`config.mk`:
```
export PLATFORM = sky130hd
export DESIGN_NAME = tcu_top
export DESIGN_NICKNAME = d
export VERILOG_FILES = /design/src/core/tcu_pkg.sv /design/src/core/tcu_top.sv
export SDC_FILE = /design/constraint.sdc
export NUM_CORES = 1
export LEC_CHECK = 0
export BUFFER_PORTS_ARGS = -buffer_cell sky130_fd_sc_hd__buf_4
export CAP_MARGIN = 25
export CORE_UTILIZATION = 60
export DETAILED_ROUTE_END_ITERATION = 8
export GPL_ROUTABILITY_DRIVEN = 0
export PLACE_DENSITY = 0.83
export SLEW_MARGIN = 20
export SYNTH_ARGS = -nofsm -noshare
export SYNTH_HDL_FRONTEND = slang
export SYNTH_SLANG_ARGS = --single-unit
```
`constraint.sdc`:
```
create_clock -name clk_sys -period 7 [get_ports clk_sys]
set_clock_uncertainty 0.15 [all_clocks]
set_input_delay 0.35 -clock clk_sys [delete_from_list [all_inputs] [get_ports clk_sys]]
set_output_delay 0.35 -clock clk_sys [all_outputs]
set_load 0.02 [all_outputs]
```
`src/core/tcu_pkg.sv`:
```
package tcu_pkg;

  // ---------------------------------------------------------------
  // Register byte offsets
  // ---------------------------------------------------------------
  localparam logic [7:0] ADDR_TMODE  = 8'h00;
  localparam logic [7:0] ADDR_TCTRL  = 8'h04;
  localparam logic [7:0] ADDR_TL0    = 8'h08;
  localparam logic [7:0] ADDR_TH0    = 8'h0c;
  localparam logic [7:0] ADDR_TL1    = 8'h10;
  localparam logic [7:0] ADDR_TH1    = 8'h14;
  localparam logic [7:0] ADDR_TL2    = 8'h18;
  localparam logic [7:0] ADDR_TH2    = 8'h1c;
  localparam logic [7:0] ADDR_RCAPL  = 8'h20;
  localparam logic [7:0] ADDR_RCAPH  = 8'h24;
  localparam logic [7:0] ADDR_T2CTRL = 8'h28;
  localparam logic [7:0] ADDR_T2MODE = 8'h2c;
  localparam logic [7:0] ADDR_SYSCFG = 8'h30;

  // ---------------------------------------------------------------
  // Field positions
  // ---------------------------------------------------------------
  localparam int GATE1_BIT = 7;
  localparam int CT1_BIT   = 6;
  localparam int MODE1_LSB = 4;
  localparam int GATE0_BIT = 3;
  localparam int CT0_BIT   = 2;
  localparam int MODE0_LSB = 0;
  localparam int TF1_BIT   = 7;
  localparam int TR1_BIT   = 6;
  localparam int TF0_BIT   = 5;
  localparam int TR0_BIT   = 4;
  localparam int TF2_BIT   = 7;
  localparam int EXTERNAL_EVENT_FLAG_BIT  = 6;
  localparam int RCLK_BIT  = 5;
  localparam int TCLK_BIT  = 4;
  localparam int EXTERNAL_EVENT_ENABLE_BIT = 3;
  localparam int TR2_BIT   = 2;
  localparam int CT2_BIT   = 1;
  localparam int CPRL2_BIT = 0;
  localparam int CLOCK_OUT_ENABLE_BIT  = 1;
  localparam int DOWN_COUNT_ENABLE_BIT  = 0;
  localparam int SIX_BIT   = 0;
  localparam int T2IE_BIT  = 1;
  localparam int IDLE_BIT  = 2;
  localparam int PDOWN_BIT = 3;
  localparam int EXTM_BIT  = 4;

  // ---------------------------------------------------------------
  // Reset values and cycle counts
  // ---------------------------------------------------------------
  localparam logic [7:0]  RST_BYTE    = 8'h00;
  localparam logic [3:0]  MC_CLK_6    = 4'h6;
  localparam logic [3:0]  MC_CLK_12   = 4'hc;
  localparam logic [15:0] T2_ALL_ONES = 16'hffff;

  typedef enum logic [1:0] {
    TCU_MODE13 = 2'h0,
    TCU_MODE16 = 2'h1,
    TCU_MODE8R = 2'h2,
    TCU_SPLIT  = 2'h3
  } tcu_mode_t;

  typedef enum logic [2:0] {
    TCU_BUS_IDLE = 3'b001,
    TCU_BUS_WR   = 3'b010,
    TCU_BUS_RD   = 3'b100
  } tcu_bus_st_t;

  typedef struct packed {
    logic [7:0] hi;
    logic [7:0] lo;
    logic       ovf;
  } tcu_step_t;

  typedef struct packed {
    logic [7:0] idx;
    logic       wr;
  } tcu_addr_t;

endpackage : tcu_pkg

```
`src/core/tcu_top.sv`:
```
// Behaviour
// - clock-out frequency osc over n times span
// - clock-out rollovers set no overflow flag
// - strobes 1 in idle, 0 in power-down
// - counter-select bit and two-bit mode field
// - mode 0 counts 13 bits, low-byte top held
// - wrap to zero sets overflow flag
// - count while run and gate conditions hold
// - gate bits at mode bits 7 and 3
// - mode 1 counts full 16 bits
// - mode 2 low byte reloads from high
// - second timer mode 3 holds count
// - first timer mode 3 splits two bytes
// - second timer runs by leaving mode 3
// - third timer machine cycles or pin edges
// - capture on falling edge, set external flag
// - both third-timer flags share one interrupt; external flag masked while down enable set
// - down enable resets 0, pin sets direction
// - up auto-reload overflows and reloads
// - falling edge also triggers reload
// - up direction overflows and reloads
// - down direction underflows at reload, loads ones
// - external flag toggles, no interrupt
// - clock-out when timer, enabled and running
`timescale 1ns/10ps
`default_nettype none

module tcu_top (
  input  wire logic        clk_sys,
  input  wire logic        nrst,
  input  wire logic        hsel,
  input  wire logic [31:0] haddr,
  input  wire logic [1:0]  htrans,
  input  wire logic        hwrite,
  input  wire logic [2:0]  hsize,
  input  wire logic [31:0] hwdata,
  input  wire logic        hready,
  output logic             hreadyout,
  output logic             hresp,
  output logic [31:0]      hrdata,
  input  wire logic        t0_count_pin,
  input  wire logic        t1_count_pin,
  input  wire logic        t2_count_pin,
  input  wire logic        external_gate_pin0,
  input  wire logic        external_gate_pin1,
  input  wire logic        capture_direction_pin,
  output logic             clock_out_o,
  output logic             clock_out_oe,
  output logic             overflow_flag0_o,
  output logic             second_overflow_flag_o,
  output logic             third_irq_o,
  output logic             t1_baud_pulse_o,
  output logic             t2_baud_pulse_o,
  output logic             addr_latch_strobe_o,
  output logic             program_store_strobe_o,
  output logic             port0_float_o,
  output logic             port2_addr_o
);

  // ---------------------------------------------------------------
  // Mode-0/1/2/3 step of a two-byte counter
  // ---------------------------------------------------------------
  function automatic tcu_pkg::tcu_step_t step01(input logic [1:0] mode,
                                                input logic [7:0] hi,
                                                input logic [7:0] lo);
    tcu_pkg::tcu_step_t s;
    s.hi  = hi;
    s.lo  = lo;
    s.ovf = 1'b0;
    unique case (mode)
      tcu_pkg::TCU_MODE13: {s.ovf, s.hi, s.lo[4:0]} = {1'b0, hi, lo[4:0]} + 14'h1;
      tcu_pkg::TCU_MODE16: {s.ovf, s.hi, s.lo} = {1'b0, hi, lo} + 17'h1;
      tcu_pkg::TCU_MODE8R: begin
        {s.ovf, s.lo} = {1'b0, lo} + 9'h1;
        if (s.ovf) begin
          s.lo = hi;
        end
      end
      tcu_pkg::TCU_SPLIT: {s.ovf, s.lo} = {1'b0, lo} + 9'h1;
    endcase
    return s;
  endfunction : step01

  // ---------------------------------------------------------------
  // Register storage
  // ---------------------------------------------------------------
  logic [7:0]  tmode_r;
  logic        tf0_r, tr0_r, tf1_r, tr1_r;
  logic [7:0]  tl0_r, th0_r, tl1_r, th1_r;
  logic [15:0] cnt2_r, rcap_r;
  logic        tf2_r, external_event_flag_r, rclk_r, tclk_r, external_event_enable_r, tr2_r, ct2_r, cprl2_r;
  logic        clock_out_enable_r, down_count_enable_r;
  logic [4:0]  cfg_r;

  // ---------------------------------------------------------------
  // AHB-Lite slave
  // ---------------------------------------------------------------
  tcu_pkg::tcu_bus_st_t bus_st_r;
  tcu_pkg::tcu_addr_t   addr_r;
  logic                 acc;
  logic                 we;
  logic [7:0]           wd;
  logic [7:0]           rd_val;

  assign acc = hsel & hready & htrans[1];
  assign we  = (bus_st_r == tcu_pkg::TCU_BUS_WR);
  assign wd  = hwdata[7:0];

  always_ff @(posedge clk_sys or negedge nrst) begin
    if (!nrst) begin
      bus_st_r <= tcu_pkg::TCU_BUS_IDLE;
      addr_r   <= '0;
    end else if (acc) begin
      bus_st_r <= hwrite ? tcu_pkg::TCU_BUS_WR : tcu_pkg::TCU_BUS_RD;
      addr_r   <= '{idx: haddr[7:0], wr: hwrite};
    end else begin
      bus_st_r <= tcu_pkg::TCU_BUS_IDLE;
    end
  end

  // Reads take one wait state so data reflects the previous write
  always_ff @(posedge clk_sys or negedge nrst) begin
    if (!nrst) begin
      hreadyout <= 1'b1;
      hresp     <= 1'b0;
      hrdata    <= '0;
    end else begin
      hreadyout <= ~(acc & ~hwrite);
      hresp     <= 1'b0;
      if (bus_st_r == tcu_pkg::TCU_BUS_RD) begin
        hrdata <= {24'h0, rd_val};
      end
    end
  end

  always_comb begin
    rd_val = 8'h00;
    unique case (addr_r.idx)
      tcu_pkg::ADDR_TMODE:  rd_val = tmode_r;
      tcu_pkg::ADDR_TCTRL:  rd_val = {tf1_r, tr1_r, tf0_r, tr0_r, 4'h0};
      tcu_pkg::ADDR_TL0:    rd_val = tl0_r;
      tcu_pkg::ADDR_TH0:    rd_val = th0_r;
      tcu_pkg::ADDR_TL1:    rd_val = tl1_r;
      tcu_pkg::ADDR_TH1:    rd_val = th1_r;
      tcu_pkg::ADDR_TL2:    rd_val = cnt2_r[7:0];
      tcu_pkg::ADDR_TH2:    rd_val = cnt2_r[15:8];
      tcu_pkg::ADDR_RCAPL:  rd_val = rcap_r[7:0];
      tcu_pkg::ADDR_RCAPH:  rd_val = rcap_r[15:8];
      tcu_pkg::ADDR_T2CTRL: rd_val = {tf2_r, external_event_flag_r, rclk_r, tclk_r,
                                      external_event_enable_r, tr2_r, ct2_r, cprl2_r};
      tcu_pkg::ADDR_T2MODE: rd_val = {6'h0, clock_out_enable_r, down_count_enable_r};
      tcu_pkg::ADDR_SYSCFG: rd_val = {3'h0, cfg_r};
      default:              rd_val = 8'h00;
    endcase
  end

  // ---------------------------------------------------------------
  // Machine-cycle and clock-out rate dividers
  // ---------------------------------------------------------------
  logic       six_clk, pdown, idle, extmem, t2ie;
  logic [3:0] mc_cnt_r;
  logic       co_cnt_r;
  logic       mc_tick, co_tick;

  assign six_clk = cfg_r[tcu_pkg::SIX_BIT];
  assign t2ie    = cfg_r[tcu_pkg::T2IE_BIT];
  assign idle    = cfg_r[tcu_pkg::IDLE_BIT];
  assign pdown   = cfg_r[tcu_pkg::PDOWN_BIT];
  assign extmem  = cfg_r[tcu_pkg::EXTM_BIT];

  assign mc_tick = ~pdown & (mc_cnt_r == ((six_clk ? tcu_pkg::MC_CLK_6
                                                   : tcu_pkg::MC_CLK_12) - 4'h1));
  // Clock-out rate: every clock in 6-clock mode, every second in 12-clock
  assign co_tick = ~pdown & (six_clk | co_cnt_r);

  always_ff @(posedge clk_sys or negedge nrst) begin
    if (!nrst) begin
      mc_cnt_r <= 4'h0;
      co_cnt_r <= 1'b0;
    end else if (!pdown) begin
      mc_cnt_r <= mc_tick ? 4'h0 : mc_cnt_r + 4'h1;
      co_cnt_r <= ~co_cnt_r;
    end
  end

  // ---------------------------------------------------------------
  // Pin falling-edge detection
  // ---------------------------------------------------------------
  logic [3:0] pin_q_r;
  logic [3:0] pin_fall;

  always_ff @(posedge clk_sys or negedge nrst) begin
    if (!nrst) begin
      pin_q_r <= 4'hf;
    end else begin
      pin_q_r <= {capture_direction_pin, t2_count_pin, t1_count_pin, t0_count_pin};
    end
  end

  assign pin_fall = pin_q_r & ~{capture_direction_pin, t2_count_pin,
                                t1_count_pin, t0_count_pin} & {4{~pdown}};

  // ---------------------------------------------------------------
  // Timers 0 and 1
  // ---------------------------------------------------------------
  logic [1:0]         mode0, mode1;
  logic               split0, run0, run1, inc0, inc1, inc_th0;
  tcu_pkg::tcu_step_t s0, s1;
  logic [8:0]         th0_sum;

  assign mode0  = tmode_r[tcu_pkg::MODE0_LSB +: 2];
  assign mode1  = tmode_r[tcu_pkg::MODE1_LSB +: 2];
  assign split0 = (mode0 == tcu_pkg::TCU_SPLIT);
  assign run0   = tr0_r & (~tmode_r[tcu_pkg::GATE0_BIT] | external_gate_pin0);
  // While timer 0 is split, timer 1 runs without TR1 whenever it is out of mode 3 and its gate allows
  assign run1   = (split0 | tr1_r) & (~tmode_r[tcu_pkg::GATE1_BIT] | external_gate_pin1);
  assign inc0   = run0 & (tmode_r[tcu_pkg::CT0_BIT] ? pin_fall[0] : mc_tick);
  assign inc1   = run1 & (mode1 != tcu_pkg::TCU_SPLIT)
                  & (tmode_r[tcu_pkg::CT1_BIT] ? pin_fall[1] : mc_tick);
  assign inc_th0 = split0 & tr1_r & mc_tick;
  assign s0      = step01(mode0, th0_r, tl0_r);
  assign s1      = step01(mode1, th1_r, tl1_r);
  assign th0_sum = {1'b0, th0_r} + 9'h1;

  always_ff @(posedge clk_sys or negedge nrst) begin
    if (!nrst) begin
      tmode_r <= tcu_pkg::RST_BYTE;
    end else if (we && addr_r.idx == tcu_pkg::ADDR_TMODE) begin
      tmode_r <= wd;
    end
  end

  always_ff @(posedge clk_sys or negedge nrst) begin
    if (!nrst) begin
      tl0_r <= tcu_pkg::RST_BYTE;
      th0_r <= tcu_pkg::RST_BYTE;
    end else begin
      if (we && addr_r.idx == tcu_pkg::ADDR_TL0) begin
        tl0_r <= wd;
      end else if (inc0) begin
        tl0_r <= s0.lo;
      end
      if (we && addr_r.idx == tcu_pkg::ADDR_TH0) begin
        th0_r <= wd;
      end else if (inc_th0) begin
        th0_r <= th0_sum[7:0];
      end else if (inc0 && !split0) begin
        th0_r <= s0.hi;
      end
    end
  end

  always_ff @(posedge clk_sys or negedge nrst) begin
    if (!nrst) begin
      tl1_r <= tcu_pkg::RST_BYTE;
      th1_r <= tcu_pkg::RST_BYTE;
    end else begin
      if (we && addr_r.idx == tcu_pkg::ADDR_TL1) begin
        tl1_r <= wd;
      end else if (inc1) begin
        tl1_r <= s1.lo;
      end
      if (we && addr_r.idx == tcu_pkg::ADDR_TH1) begin
        th1_r <= wd;
      end else if (inc1) begin
        th1_r <= s1.hi;
      end
    end
  end

  // Run bits are plain storage; setting one leaves the counts alone
  always_ff @(posedge clk_sys or negedge nrst) begin
    if (!nrst) begin
      tr0_r <= 1'b0;
      tr1_r <= 1'b0;
      tf0_r <= 1'b0;
      tf1_r <= 1'b0;
    end else begin
      if (we && addr_r.idx == tcu_pkg::ADDR_TCTRL) begin
        tr0_r <= wd[tcu_pkg::TR0_BIT];
        tr1_r <= wd[tcu_pkg::TR1_BIT];
      end
      // Hardware set wins over a software clear in the same cycle
      tf0_r <= ((we && addr_r.idx == tcu_pkg::ADDR_TCTRL) ? wd[tcu_pkg::TF0_BIT] : tf0_r)
               | (inc0 & s0.ovf);
      tf1_r <= ((we && addr_r.idx == tcu_pkg::ADDR_TCTRL) ? wd[tcu_pkg::TF1_BIT] : tf1_r)
               | (split0 ? (inc_th0 & th0_sum[8]) : (inc1 & s1.ovf));
    end
  end

  // ---------------------------------------------------------------
  // Timer 2
  // ---------------------------------------------------------------
  logic        baud2, cap2, updn2, clkout2, dir_up, inc2, ex_fall;
  logic [15:0] cnt2_nxt;
  logic        ovf2, ex_evt;

  assign baud2   = rclk_r | tclk_r;
  assign cap2    = cprl2_r & ~baud2;
  assign updn2   = ~cap2 & ~baud2 & down_count_enable_r;
  assign clkout2 = ~ct2_r & clock_out_enable_r & tr2_r;
  assign dir_up  = ~updn2 | capture_direction_pin;
  assign inc2    = tr2_r & (ct2_r ? pin_fall[2]
                                  : ((baud2 | clkout2) ? co_tick : mc_tick));
  assign ex_fall = external_event_enable_r & pin_fall[3] & ~updn2;

  always_comb begin
    cnt2_nxt = cnt2_r;
    ovf2     = 1'b0;
    ex_evt   = 1'b0;
    if (inc2) begin
      if (dir_up) begin
        if (cnt2_r == tcu_pkg::T2_ALL_ONES) begin
          ovf2     = 1'b1;
          cnt2_nxt = cap2 ? 16'h0000 : rcap_r;
        end else begin
          cnt2_nxt = cnt2_r + 16'h0001;
        end
      end else if (cnt2_r == rcap_r) begin
        ovf2     = 1'b1;
        cnt2_nxt = tcu_pkg::T2_ALL_ONES;
      end else begin
        cnt2_nxt = cnt2_r - 16'h0001;
      end
    end
    if (ex_fall) begin
      ex_evt = 1'b1;
      if (!cap2 && !baud2) begin
        cnt2_nxt = rcap_r;
      end
    end
  end

  always_ff @(posedge clk_sys or negedge nrst) begin
    if (!nrst) begin
      cnt2_r <= 16'h0000;
    end else begin
      cnt2_r <= cnt2_nxt;
      if (we && addr_r.idx == tcu_pkg::ADDR_TL2) begin
        cnt2_r[7:0] <= wd;
      end
      if (we && addr_r.idx == tcu_pkg::ADDR_TH2) begin
        cnt2_r[15:8] <= wd;
      end
    end
  end

  // Capture overrides a software write to the same byte
  always_ff @(posedge clk_sys or negedge nrst) begin
    if (!nrst) begin
      rcap_r <= 16'h0000;
    end else if (ex_evt && cap2) begin
      rcap_r <= cnt2_r;
    end else begin
      if (we && addr_r.idx == tcu_pkg::ADDR_RCAPL) begin
        rcap_r[7:0] <= wd;
      end
      if (we && addr_r.idx == tcu_pkg::ADDR_RCAPH) begin
        rcap_r[15:8] <= wd;
      end
    end
  end

  always_ff @(posedge clk_sys or negedge nrst) begin
    if (!nrst) begin
      {rclk_r, tclk_r, external_event_enable_r, tr2_r, ct2_r, cprl2_r} <= 6'h00;
      tf2_r  <= 1'b0;
      external_event_flag_r <= 1'b0;
    end else begin
      if (we && addr_r.idx == tcu_pkg::ADDR_T2CTRL) begin
        {rclk_r, tclk_r, external_event_enable_r, tr2_r, ct2_r, cprl2_r} <= wd[5:0];
      end
      tf2_r <= ((we && addr_r.idx == tcu_pkg::ADDR_T2CTRL) ? wd[tcu_pkg::TF2_BIT] : tf2_r)
               | (ovf2 & ~baud2 & ~clkout2);
      if (ovf2 && updn2) begin
        external_event_flag_r <= ~external_event_flag_r;
      end else begin
        external_event_flag_r <= ((we && addr_r.idx == tcu_pkg::ADDR_T2CTRL) ? wd[tcu_pkg::EXTERNAL_EVENT_FLAG_BIT]
                                                               : external_event_flag_r)
                  | ex_evt;
      end
    end
  end

  always_ff @(posedge clk_sys or negedge nrst) begin
    if (!nrst) begin
      clock_out_enable_r <= 1'b0;
      down_count_enable_r <= 1'b0;
      cfg_r  <= 5'h00;
    end else begin
      if (we && addr_r.idx == tcu_pkg::ADDR_T2MODE) begin
        clock_out_enable_r <= wd[tcu_pkg::CLOCK_OUT_ENABLE_BIT];
        down_count_enable_r <= wd[tcu_pkg::DOWN_COUNT_ENABLE_BIT];
      end
      if (we && addr_r.idx == tcu_pkg::ADDR_SYSCFG) begin
        cfg_r <= wd[4:0];
      end
    end
  end

  // ---------------------------------------------------------------
  // Outputs
  // ---------------------------------------------------------------
  always_ff @(posedge clk_sys or negedge nrst) begin
    if (!nrst) begin
      clock_out_o  <= 1'b0;
      clock_out_oe <= 1'b0;
    end else begin
      clock_out_oe <= clkout2;
      if (!clkout2) begin
        clock_out_o <= 1'b0;
      end else if (ovf2) begin
        clock_out_o <= ~clock_out_o;
      end
    end
  end

  always_ff @(posedge clk_sys or negedge nrst) begin
    if (!nrst) begin
      overflow_flag0_o       <= 1'b0;
      second_overflow_flag_o <= 1'b0;
      third_irq_o            <= 1'b0;
      t1_baud_pulse_o        <= 1'b0;
      t2_baud_pulse_o        <= 1'b0;
    end else begin
      overflow_flag0_o       <= tf0_r;
      second_overflow_flag_o <= tf1_r;
      third_irq_o            <= t2ie & (tf2_r | (external_event_flag_r & ~down_count_enable_r));
      t1_baud_pulse_o        <= inc1 & s1.ovf;
      t2_baud_pulse_o        <= ovf2 & (baud2 | clkout2);
    end
  end

  always_ff @(posedge clk_sys or negedge nrst) begin
    if (!nrst) begin
      addr_latch_strobe_o    <= 1'b1;
      program_store_strobe_o <= 1'b1;
      port0_float_o          <= 1'b0;
      port2_addr_o           <= 1'b0;
    end else begin
      addr_latch_strobe_o    <= ~pdown;
      program_store_strobe_o <= ~pdown;
      port0_float_o          <= extmem & (idle | pdown);
      port2_addr_o           <= extmem & idle & ~pdown;
    end
  end

endmodule : tcu_top

`default_nettype wire

```
==> summary.md <==
| Metric | Value |
|---|---|
| Cts hold-fix bufs | 6 |
| WS Path Type | flip-flop to flip-flop |
| Initial DRC Count | 1,324 |
| CTS tree | yes |
| Worst Setup End Kind | flip-flop |
| Fmax | about 330 MHz |
| Pwr dens | 284 mW/mm² |
| Nets | 1,120 |
| Flip-flop and latch count after synthesis | 130 |
| Worst-Margin Slew | 1.08 ns |
| HPWL after DPL | 17,800 µm |
| Routed length per placed instance | 21.9 µm |
| WP data arrival | 3.23 ns |
| Dominant cells by area after synthesis | dfrtp_1 (35%), nand2_1 (5.5%), mux2i_1 (4.2%) |
| CTS Buf Count | 17 |
| Seq/Total Area, Yosys | 37.1% |
| Post-route insts no fill | 1,222 |
| RSZ-0062 raised after global routing | false |
| Fin Hold WS | around 0.0085 ns |
| Setup-failing EPs final | 0 |
| Cell area after layout | 0.00978 mm² |
| Pleak | about 0.0041 µW |
| Min Tclk post-route | 3.07 ns |
| Ys async rst share | 100% |
| GRT Util Overall | 37.2% |
| Placed instance count | 1,184 |
| Share of the synthesized area in the top cell type | between 30% and 40% |
| Syn Area/Cell | 8.64 µm² |
| Final Cycle Share | 43.9% |
| Clock sinks | 130 |
| Syn Inst Count | 1,018 |
| Post-Route WL | approximately 27,000 µm |
| Crit path max fanout | 24 |
| N_diodes | 0 |
| 1st-pass router iterations | 8 |
| # fillers | between 1,000 and 1,500 |
| FP Rows | 43 |
| Antenna viol nets, final | 0 |
| Setup crit start kind | flip-flop |
| Max VDD drop | 0.179 mV |
| Min-delay worst type | primary input to flip-flop |
| Dpl cell area | 0.00908 mm² |
| Global-route wire length before repair | 42,300 µm |
| Slew Viols, Final | 0 |
| Layout cell share with drive strength beyond 1 | 13.8% |
| Clock tree buffer depth | 2 |
| Die Span X | 123 µm |
| Grt ovf | 0 |
| Largest net degree at the start of global routing | 67 |
| Total Die Area | about 0.015 mm² |
| Setup TNS | 0 ns |
| Main synth FF type | dfrtp_1 |
| Max Cap Viol | 0 |
| Top-Level Pins | 125 |
| Synthesized cell area | ~0.009 mm² |
| Worst path required time | 7.16 ns |
| Initial antenna violation count | 0 |
| Number of global-route vias before repair | 7,835 |
| EDFF count, synth | 0 |
| Vias/cell | 6.79 |
| Residual DRC | 0 |
| Place WS | 4.02 ns |
| Final worst slack | 3.93 ns |
| IO Port Bufs | 47 |
| Post_cts resized | 0 |
| Slew headroom | 27.6% |
| Via count | 8,303 |
| Die Span Y | 123 µm |
| Synth area leader | dfrtp_1 |
| CTS H-Tree Depth | 4 |
| Synth warnings | 0 |
| Post-synth top cells | nand2_1 (128), dfrtp_1 (123), nor2_1 (90) |
| Skew-Pair Late Insertion Delay | 0.43 ns |
| Status | complete, no violations |
| CORE AREA | 0.0141 mm² |
| Root Buffer | clkbuf_16 |
| Final Hold Vio Count | 0 |
| Post-CTS Setup Repair Bufs | 0 |
| Area growth syn-to-layout | 11.2% |
| Unique masters post-synth | 74 |
| Clock-pin transition on the worst setup and hold timing paths | approximately 0.060 ns |
| Count leader, synth | nand2_1 |
| Initial Util | 62.4% |
cells in the final DEF, fill, tap and decap left out, types with 8 or more instances in the layout:
master     netlist  layout
nand3_1         42      42
mux2i_1         37      37
buf_4           26      55
ha_1            11      11
a31oi_1         17      17
dfrtp_1        123     123
nor4_1          12      12
xor2_1          27      27
and3_1          15      15
or3_1            9       9
nand2_1        128     128
conb_1           1      25
a22oi_1         14      14
o21ai_0         74      74
xnor2_1         30      30
o221ai_1         8       8
a21oi_1         44      44
inv_1           26      26
mux2_2          31      31
nor4b_1          9       8
nand4_1         13      13
o211ai_1        10      10
nor3_1          15      15
clkbuf_16        0      17
nor2_1          90      90
area by class of cell:
type                    count  area [µm²]  share of cell area, %
inverters                  26        97.6                  0.998
flip-flops and latches    130        3260                   33.3
clock buffers              20         467                   4.77
well taps                 180         225                   2.30
clock inverters            12         179                   1.83
repair buffers             62         484                   4.95
multi-input cells         792        5070                   51.8
per-stage QoR:
step / power (µW) / util (%)
5_1_grt: 2890 / 69.4
3_5_place_dp: 1780 / 64.4
3_3_place_gp: 1760 / 64.4
6_report: 2780 / 69.4
4_1_cts: 2750 / 69.4
2_1_floorplan: 1580 / -
flip-flops by register name (all words and copies together) (netlist names), 3 cells and up:
| register | flops |
|---|---|
| tmode_r | 8 |
| addr_r | 8 |
| cfg_r | 5 |
| tl1_r | 8 |
| bus_st_r | 3 |
| rcap_r | 16 |
| pin_q_r | 4 |
| th1_r | 8 |
| th0_r | 8 |
| mc_cnt_r | 4 |
| tl0_r | 8 |
| hrdata | 8 |
| cnt2_r | 16 |
metal layers:
| metal | track usage (%) | up-vias | routed length, µm |
|---|---|---|---|
| li1 | - | 3671 | - |
| met2 | 54.6 | 623 | 11600 |
| met4 | 16.9 | 0 | 1210 |
| met5 | 0 | - | 0 |
| met1 | 50.9 | 3890 | 10700 |
| met3 | 10.9 | 119 | 3260 |
power by group:
group          switching [µW]  internal [µW]  leakage [µW]
Sequential                290            862       0.00155
Combinational             343            314       0.00220
Clock                     345            625      0.000309
Total                     978           1800       0.00406
final timing paths:
check / startpoint / endpoint / slack (ns) / cells past startpoint
max: addr_r[3]$_DFFE_PN0P_ / cfg_r[4]$_DFFE_PN0P_ / 3.93 / 5
min: haddr[7] / addr_r[8]$_DFFE_PN0P_ / 0.008 / 2
max reg2reg: addr_r[3]$_DFFE_PN0P_ / cfg_r[4]$_DFFE_PN0P_ / 3.93 / 5
min reg2reg: tf1_r$_DFF_PN0_ / second_overflow_flag_o$_DFF_PN0_ / 0.28 / 0
max in group asynchronous: nrst / cprl2_r$_DFFE_PN0P_ / 5.13 / 3
min in group asynchronous: nrst / th1_r[7]$_DFFE_PN0P_ / 0.33 / 2
critical path: stages, from the launching register on:
cell     delay (ns)
dfrtp_1        0.73
nor4_2         0.93
nand2_1        0.18
nor2_1         0.30
nand2_1        0.27
mux2_2         0.39
cell families after synthesis:
family	Yosys count	share of synthesized area (%)
AO/OA/AOI/OAI	243	18.0
buffers and inverters	120	6.49
adder cells (fa/ha/maj)	11	1.56
XOR/XNOR	57	5.67
flip-flops	130	37.1
other	1	0.0426
AND/OR/NAND/NOR	383	21.7
multiplexers	73	9.46
Note: power is estimated with default switching activity, not from simulation.
